**src/ceie_cfg.svh**
```systemverilog
`ifndef CEIE_CFG_SVH
`define CEIE_CFG_SVH

// ==========================================================
// Register addresses in the SFR space
`define CEIE_ADDR_TEC 8'h9c
`define CEIE_ADDR_REC 8'h9d
`define CEIE_ADDR_IE 8'hc1
`define CEIE_ADDR_AVAIL_HI 8'hce
`define CEIE_ADDR_AVAIL_LO 8'hcf

// ==========================================================
// Reset values
`define CEIE_CNT_RST 8'h00
`define CEIE_IE_RST 5'h00
`define CEIE_RDATA_RST 8'h00
`define CEIE_OBJ_RST 15'h0000

// ==========================================================
// Field positions
`define CEIE_IE_MSB 5
`define CEIE_IE_LSB 1
`define CEIE_HI_MSB 6
`define CEIE_OBJ_HI_LSB 8
`define CEIE_OBJ_TOP 14
`define CEIE_NUM_OBJ 15

// ==========================================================
// Fault confinement figures
`define CEIE_STEP_BIG 8'h08
`define CEIE_STEP_ONE 8'h01
`define CEIE_CNT_MAX 8'hff
`define CEIE_PASSIVE_LIMIT 8'h7f
`define CEIE_REC_CLAMP 8'h7f

`endif

```
**src/ceie_pkg.sv**
```systemverilog
// ==========================================================
// Shared types for the error counter and enable slice
package ceie_pkg;

  // One SFR byte
  typedef logic [7:0] ceie_byte_t;

  // Register selected by the SFR address decode
  typedef enum {
    CEIE_SEL_NONE,
    CEIE_SEL_TEC,
    CEIE_SEL_REC,
    CEIE_SEL_IE,
    CEIE_SEL_AVAIL_HI,
    CEIE_SEL_AVAIL_LO
  } ceie_sel_t;

endpackage

```
**src/ceie_fault_cnt.sv**
```systemverilog
`timescale 1ns/1ps
`include "ceie_cfg.svh"

// ==========================================================
// Saturating fault counter, shared by transmit and receive
module ceie_fault_cnt (
  // Clock and reset
  input wire logic core_clk,
  input wire logic reset,
  // Count events, one-cycle pulses
  input wire logic clear,
  input wire logic inc_big,
  input wire logic inc_one,
  input wire logic dec_one,
  // Clamp on success when above the passive limit
  input wire logic clamp_en,
  // Count and saturation pulse
  output ceie_pkg::ceie_byte_t count,
  output logic overflow
);

  ceie_pkg::ceie_byte_t count_ff; // Counter value
  ceie_pkg::ceie_byte_t nxt_count_ff;
  logic ovf_ff; // Saturation seen last cycle
  logic nxt_ovf_ff;

  // Next count: clear, then increments, then decrement
  always_comb begin
    nxt_count_ff = count_ff;
    nxt_ovf_ff = 1'b0;
    if (clear) begin
      nxt_count_ff = `CEIE_CNT_RST;
    end else if (inc_big) begin
      // Hold at the top rather than wrap
      if (count_ff > 8'(`CEIE_CNT_MAX - `CEIE_STEP_BIG)) begin
        nxt_count_ff = `CEIE_CNT_MAX;
        nxt_ovf_ff = 1'b1;
      end else begin
        nxt_count_ff = 8'(count_ff + `CEIE_STEP_BIG);
      end
    end else if (inc_one) begin
      if (count_ff == `CEIE_CNT_MAX) begin
        nxt_ovf_ff = 1'b1;
      end else begin
        nxt_count_ff = 8'(count_ff + `CEIE_STEP_ONE);
      end
    end else if (dec_one) begin
      // Receive side drops back to the clamp value
      if (clamp_en && (count_ff > `CEIE_PASSIVE_LIMIT)) begin
        nxt_count_ff = `CEIE_REC_CLAMP;
      end else if (count_ff != `CEIE_CNT_RST) begin
        nxt_count_ff = 8'(count_ff - `CEIE_STEP_ONE);
      end
    end
  end

  // Counter registers, cleared at reset
  always_ff @(posedge core_clk or posedge reset) begin
    if (reset) begin
      count_ff <= `CEIE_CNT_RST;
      ovf_ff <= 1'b0;
    end else begin
      count_ff <= nxt_count_ff;
      ovf_ff <= nxt_ovf_ff;
    end
  end

  assign count = count_ff;
  assign overflow = ovf_ff;
endmodule // ceie_fault_cnt

```
**src/ceie_regs.sv**
```systemverilog
`timescale 1ns/1ps
`include "ceie_cfg.svh"

// ==========================================================
// Overview of operation
// - Transmit error counter, read-only, resets to zero
// - Separate receive error counter, read-only, resets zero
// - Five enable bits 5..1, cleared at reset
// - High availability bits show objects 14..8 busy
// - Flags clear on done/abort/standby, load the enable bit on rewrite
module ceie_regs (
  // Clock and reset
  input wire logic core_clk,
  input wire logic reset,
  // SFR access port
  input wire logic [7:0] sfr_addr,
  input wire logic sfr_wr,
  input wire logic sfr_rd,
  input wire logic [7:0] sfr_wdata,
  output ceie_pkg::ceie_byte_t sfr_rdata,
  // Fault events from the frame engine, one-cycle pulses
  input wire logic tx_error,
  input wire logic tx_success,
  input wire logic rx_error,
  input wire logic rx_error_dominant,
  input wire logic rx_success,
  input wire logic bus_off_recover,
  // Per object events, one-cycle pulses
  input wire logic [14:0] obj_tx_complete,
  input wire logic [14:0] obj_rx_complete,
  input wire logic [14:0] obj_abort,
  input wire logic [14:0] obj_standby,
  input wire logic [14:0] obj_cfg_write,
  input wire logic obj_cfg_enable,
  // Interrupt enables
  output logic rx_done_irq_enable,
  output logic tx_done_irq_enable,
  output logic object_error_irq_enable,
  output logic buffer_full_irq_enable,
  output logic general_error_irq_enable,
  // Object and counter state
  output logic [14:0] object_busy_flag,
  output ceie_pkg::ceie_byte_t transmit_fault_count,
  output ceie_pkg::ceie_byte_t inbound_fault_count,
  output logic error_passive,
  output logic tx_count_overflow
);

  // ==========================================================
  // Declarations
  ceie_pkg::ceie_sel_t sel; // Decoded register
  logic [4:0] irq_en_ff; // Enable bits 5..1
  logic [4:0] nxt_irq_en_ff;
  ceie_pkg::ceie_byte_t rdata_ff; // Registered read data
  ceie_pkg::ceie_byte_t nxt_rdata_ff;
  logic [14:0] busy_ff; // Object availability flags
  logic [14:0] nxt_busy_ff;

  // ==========================================================
  // Address decode
  always_comb begin
    unique case (sfr_addr)
      `CEIE_ADDR_TEC: sel = ceie_pkg::CEIE_SEL_TEC;
      `CEIE_ADDR_REC: sel = ceie_pkg::CEIE_SEL_REC;
      `CEIE_ADDR_IE: sel = ceie_pkg::CEIE_SEL_IE;
      `CEIE_ADDR_AVAIL_HI: sel = ceie_pkg::CEIE_SEL_AVAIL_HI;
      `CEIE_ADDR_AVAIL_LO: sel = ceie_pkg::CEIE_SEL_AVAIL_LO;
      // Any other address is not ours
      default: sel = ceie_pkg::CEIE_SEL_NONE;
    endcase
  end

  // ==========================================================
  // Error counters
  // Transmit side: error adds eight, success subtracts one
  ceie_fault_cnt u_tx_cnt (
    .core_clk(core_clk),
    .reset(reset),
    .clear(bus_off_recover),
    .inc_big(tx_error),
    .inc_one(1'b0),
    .dec_one(tx_success),
    .clamp_en(1'b0),
    .count(transmit_fault_count),
    .overflow(tx_count_overflow)
  );

  // Receive side: error adds one, dominant-bit error adds eight, success clamps above the limit
  ceie_fault_cnt u_rx_cnt (
    .core_clk(core_clk),
    .reset(reset),
    .clear(bus_off_recover),
    .inc_big(rx_error_dominant),
    .inc_one(rx_error),
    .dec_one(rx_success),
    .clamp_en(1'b1),
    .count(inbound_fault_count),
    .overflow()
  );

  // Either counter past the limit means error passive
  assign error_passive = (transmit_fault_count > `CEIE_PASSIVE_LIMIT) ||
                         (inbound_fault_count > `CEIE_PASSIVE_LIMIT);

  // ==========================================================
  // Interrupt enable register
  // Only bits 5..1 are stored; writes to counters are dropped
  always_comb begin
    nxt_irq_en_ff = irq_en_ff;
    if (sfr_wr && (sel == ceie_pkg::CEIE_SEL_IE)) begin
      nxt_irq_en_ff = sfr_wdata[`CEIE_IE_MSB:`CEIE_IE_LSB];
    end
  end

  // Enable storage
  always_ff @(posedge core_clk or posedge reset) begin
    if (reset) begin
      irq_en_ff <= `CEIE_IE_RST;
    end else begin
      irq_en_ff <= nxt_irq_en_ff;
    end
  end

  // Enable outputs, bit 5 down to bit 1
  assign rx_done_irq_enable = irq_en_ff[4];
  assign tx_done_irq_enable = irq_en_ff[3];
  assign object_error_irq_enable = irq_en_ff[2];
  assign buffer_full_irq_enable = irq_en_ff[1];
  assign general_error_irq_enable = irq_en_ff[0];

  // ==========================================================
  // Object availability flags, one per message object
  generate
    for (genvar i = 0; i < `CEIE_NUM_OBJ; i++) begin : g_obj
      // Rewrite of the control register wins over a same-cycle clear
      always_comb begin
        nxt_busy_ff[i] = busy_ff[i];
        if (obj_cfg_write[i]) begin
          nxt_busy_ff[i] = obj_cfg_enable;
        end else if (obj_tx_complete[i] || obj_rx_complete[i] ||
                     obj_abort[i] || obj_standby[i]) begin
          nxt_busy_ff[i] = 1'b0;
        end
      end
    end
  endgenerate

  // Flag storage, all objects free at reset
  always_ff @(posedge core_clk or posedge reset) begin
    if (reset) begin
      busy_ff <= `CEIE_OBJ_RST;
    end else begin
      busy_ff <= nxt_busy_ff;
    end
  end

  assign object_busy_flag = busy_ff;

  // ==========================================================
  // Read data path
  // Reserved and unmapped bits read as zero; data holds between reads
  always_comb begin
    nxt_rdata_ff = rdata_ff;
    if (sfr_rd) begin
      unique case (sel)
        ceie_pkg::CEIE_SEL_TEC: nxt_rdata_ff = transmit_fault_count;
        ceie_pkg::CEIE_SEL_REC: nxt_rdata_ff = inbound_fault_count;
        ceie_pkg::CEIE_SEL_IE: nxt_rdata_ff = {2'b00, irq_en_ff, 1'b0};
        ceie_pkg::CEIE_SEL_AVAIL_HI:
          nxt_rdata_ff = {1'b0, busy_ff[`CEIE_OBJ_TOP:`CEIE_OBJ_HI_LSB]};
        ceie_pkg::CEIE_SEL_AVAIL_LO:
          nxt_rdata_ff = busy_ff[`CEIE_OBJ_HI_LSB-1:0];
        ceie_pkg::CEIE_SEL_NONE: nxt_rdata_ff = `CEIE_RDATA_RST;
      endcase
    end
  end

  // Read data register
  always_ff @(posedge core_clk or posedge reset) begin
    if (reset) begin
      rdata_ff <= `CEIE_RDATA_RST;
    end else begin
      rdata_ff <= nxt_rdata_ff;
    end
  end

  assign sfr_rdata = rdata_ff;
endmodule // ceie_regs

```
**config.mk**
```make
export PLATFORM = sky130hd
export DESIGN_NAME = ceie_regs
export DESIGN_NICKNAME = d
export VERILOG_FILES = /design/src/ceie_pkg.sv /design/src/ceie_fault_cnt.sv /design/src/ceie_regs.sv
export VERILOG_INCLUDE_DIRS = /design/src
export SDC_FILE = /design/constraint.sdc
export NUM_CORES = 1
export LEC_CHECK = 0
export ABC_AREA = 1
export BUFFER_PORTS_ARGS = -buffer_cell sky130_fd_sc_hd__buf_2
export CAP_MARGIN = 25
export CORE_UTILIZATION = 40
export CTS_CLUSTER_DIAMETER = 60
export CTS_CLUSTER_SIZE = 40
export DETAILED_ROUTE_END_ITERATION = 16
export PLACE_DENSITY_LB_ADDON = 0.12
export SYNTH_ARGS = -nofsm -noshare
export SYNTH_HDL_FRONTEND = slang
export SYNTH_SLANG_ARGS = --single-unit
```
**constraint.sdc**
```tcl
create_clock -name core_clk -period 1.2 [get_ports core_clk]
set_input_delay 0.18 -clock core_clk [delete_from_list [all_inputs] [get_ports core_clk]]
set_output_delay 0.18 -clock core_clk [all_outputs]
set_load 0.05 [all_outputs]
```
==> metrics.md <==
| Metric | Value |
|---|---|
| HPWL after DPL | 8638 um |
| CTS buffer count | 5 |
| Syn_nets | 581 |
| CP max-delay cell | dfrtp_2 |
| Post-synthesis compound-gate area fraction | 0.09462 |
| Min-Delay Path Class | in -> reg |
| Yosys reg bits | 45 |
| Peak Freq | 700.8 MHz |
| Post-synth top cells | 135 x nand2_1, 54 x nand3_1, 50 x inv_1 |
| Failing checks | negative setup slack |
| Top cells by area, synth | dfrtp_1 34%, nand2_1 15%, nand3_1 8.2%, inv_1 5.7%, nor2_1 5.6% |
| Final setup vio count | 30 |
| Total track usage | 0.2629 |
| Worst slew margin | 0.7278 |
| Post-synth top area share | 0.3434 |
| Cell depth of the worst flop-to-flop path | 11 |
| RSZ-0062 raised after global routing | true |
| Hold Violations, Final | 0 |
| Static Leak | 2.832 nW |
| Worst flop-to-flop path startpoint | u_rx_cnt.count[1]$_DFFE_PP0P_ |
| PnR worst setup slack | -226.9 ps |
| Hold Path Sink | object_busy_flag[14]$_DFFE_PP0P_ |
| PwrDens | 1023 nW/um2 |
| Grt total ovfl | 0 |
| Post-synth ARST share | 1.000 |
| Period utilisation layout | 1.189 |
| Worst-path clk slew | 90 ps |
| Final ANT Viol Nets | 0 |
| Io pins | 148 |
| WS Path Type | reg -> reg |
| Avg Inst Size Synth | 6.977 um2 |
| Routed via count | 4049 |
| Routed Wire Length | 11250 um |
| Nets | 809 |
| Final min period | 1427 ps |
| Port-buffer cells | 144 |
| Setup_tns | -4041 ps |
| Largest family of logic cells by synthesized area | simple AND/OR/NAND/NOR gates |
| Largest net degree at the start of global routing | 46 |
| VDD IR-drop max | 618.3 uV |
| Clock Skew | 9.538 ps |
| CTS sink count | 45 |
| CTS tree | done |
| DRC | 0 |
| CP required | 1400 ps |
| Most common cell in the netlist | nand2_1 |
| Status | finished, violations left |
| Hold Worst Slack | 41.03 ps |
| Die ar. | 8565 um2 |
| Initial Util | 0.4179 |
| Post-route cell area | 5373 um2 |
| Placed cell area | 4682 um2 |
| Max-cap violations | 0 |
| Post-Synth Simple-Gate Area | 0.4056 |
| Register area | 1146 um2 |
| Wirelength per Cell | 14.04 um |
| Fillcell total | 690 |
| Die W | 92.55 um |
| Least-Margin Pin Slew | 406.7 ps |
| Multi-input gate area | 2112 um2 |
| Std-Cell Rows | 32 |
| EDFF count, synth | 0 |
| Htree depth | 2 |
| Initial antenna violation count | 0 |
| Synth area leader | dfrtp_1 |
| Slowest stage delay, CP | 470 ps |
| Die Y | 92.55 um |
| GPL Wtd Cong | 0.8741 |
| Post-synthesis xor/xnor area fraction | 0.01068 |
| Vias in the first global route | 3942 |
| Reg-to-reg setup timing slack | -230 ps |
| Synth cell types | 35 |
| Post-Synth Adder-Cell Area | 0.03434 |
| Most used cell, CP | nand2_1 |
| Antenna cells | 0 |
| First-pass GRT wire length | 17970 um |
| Portion of netlist area occupied by mux cells | 0.01717 |
| Cells after Synth | 470 |
| Synthesized area | 3279 um2 |
| CP Capture Type | flip-flop |
| Clock Tree Root | clkbuf_8 |
| Max Fanout on Critical Path | 4 |
| Bufs on Longest Clock Path | 2 |
| DR vias/cell | 5.055 |
| Ys flop type | dfrtp_1 |
| Share of layout cells above drive strength 1 | 0.4864 |
| YS warnings | 0 |
| Area grow syn2layout | 63.83% |
| CP cell instances | buf_6, nor2_2, nand2_2, inv_4, nand2_2, nand2_1, nand3_1, nand2_1, nor2_1, nand2_1, nand2_1 |
| Crit path launch type | flip-flop |
| Hold depth | 2 |
| Fin. max-slew vios | 0 |
| Initial DRC Count | 137 |
| Worst Hold Launch | obj_tx_complete[14] |
| Seq/Total Area, Yosys | 0.3434 |
| Worst-skew pair later-pin latency | 310 ps |
| First-pass DRT Iterations | 4 |
| Critical Path AT | 1630 ps |
| Core area | 7848 um2 |
| Critical R2R Capture | u_rx_cnt.count[5]$_DFFE_PP0P_ |
routing by layer:
layer  vias up  GRT usage  part of all wire
li1       2000          -                 -
met1      1886     0.3316              0.41
met2       138     0.4617              0.51
met3        25    0.03941             0.053
met4         0    0.07813             0.020
met5         -          0                 0
worst max-delay path by stage:
| stage | slack [ps] | from | cells past startpoint | end |
|---|---|---|---|---|
| final | -230 | u_rx_cnt.count[1]$_DFFE_PP0P_ | 11 | u_rx_cnt.count[5]$_DFFE_PP0P_ |
| after global routing | -290 | u_rx_cnt.count[0]$_DFFE_PP0P_ | 8 | u_rx_cnt.count[1]$_DFFE_PP0P_ |
| after CTS | -180 | u_tx_cnt.count[1]$_DFFE_PP0P_ | 10 | u_tx_cnt.count[5]$_DFFE_PP0P_ |
| after detailed placement | -220 | u_rx_cnt.count[3]$_DFFE_PP0P_ | 8 | u_rx_cnt.count[7]$_DFFE_PP0P_ |
| after global placement | -180 | u_rx_cnt.count[1]$_DFFE_PP0P_ | 10 | u_rx_cnt.count[5]$_DFFE_PP0P_ |
| after floorplan | -260 | u_rx_cnt.count[0]$_DFFE_PP0P_ | 9 | u_rx_cnt.count[0]$_DFFE_PP0P_ |
cells by family (layout without fill, tap and decap cells):
| logic type | Yosys count | in the layout |
|---|---|---|
| buffers and inverters | 68 | 297 |
| muxes | 5 | 5 |
| DFF | 45 | 45 |
| xor gates and xnor gates | 4 | 4 |
| and+or+nand+nor | 285 | 285 |
| adders and majority gates | 9 | 9 |
| AOI/OAI and AO/OA | 54 | 54 |
critical path: cells and delay by family (launching register included):
| family | cells | cell delay [ps] |
|---|---|---|
| DFF | 1 | 470 |
| and+or+nand+nor | 9 | 610 |
| buffers and inverters | 2 | 240 |
per-stage QoR:
stage	power [mW]	instances	setup slack [ps]	util
2_1_floorplan	3.082	470	-260.8	-
3_3_place_gp	3.912	770	-184.6	0.5966
3_5_place_dp	3.929	770	-216.7	0.5966
4_1_cts	5.211	791	-177.8	0.6472
5_1_grt	5.770	801	-285.5	0.6846
6_report	5.499	801	-226.9	0.6846
area by class of cell:
| type | count | share of cell area |
|---|---|---|
| Tap cell | 102 | 0.02375 |
| Clock inverter | 2 | 0.002562 |
| Sequential cell | 45 | 0.2133 |
| Timing Repair Buffer | 232 | 0.3072 |
| Multi-Input combinational cell | 357 | 0.3931 |
| Inverter | 57 | 0.04658 |
| Clock buffer | 6 | 0.01351 |
power by group:
part	total [mW]	switching (mW)	internal (mW)
clock	0.988	0.572	0.417
combinational	2.67	1.45	1.21
sequential	1.85	0.203	1.64
cell usage in the layout (no fill, tap or decap), types with 8 or more instances in the layout:
cell / netlist / layout
buf_2: 2 / 126
buf_4: 3 / 65
buf_6: 5 / 21
buf_8: 0 / 14
dfrtp_1: 45 / 29
dfrtp_2: 0 / 16
inv_1: 50 / 38
inv_2: 6 / 8
inv_4: 1 / 8
nand2_1: 135 / 125
nand2_2: 3 / 8
nand3_1: 54 / 46
nand3_2: 2 / 9
nand3b_1: 10 / 10
nor2_1: 49 / 40
nor2_4: 6 / 13
o21ai_0: 19 / 12
o21ai_1: 10 / 13
o31ai_1: 10 / 10
sequential cells by signal, summed over array words and instances (netlist names):
name,cells
u_rx_cnt.count,8
irq_en_ff,5
object_busy_flag,15
u_tx_cnt.count,8
u_tx_cnt.overflow,1
sfr_rdata,8
timing repair:
action                                  4_1_cts  5_1_grt
buffers inserted                             12       11
endpoints found under the setup margin       32       34
cloned                                        0        0
pin swaps                                     7       23
resized for setup                            62       71
hold buffers                                  1        0
endpoints found under the hold margin        45        0
Note: power is estimated with default switching activity, not from simulation.
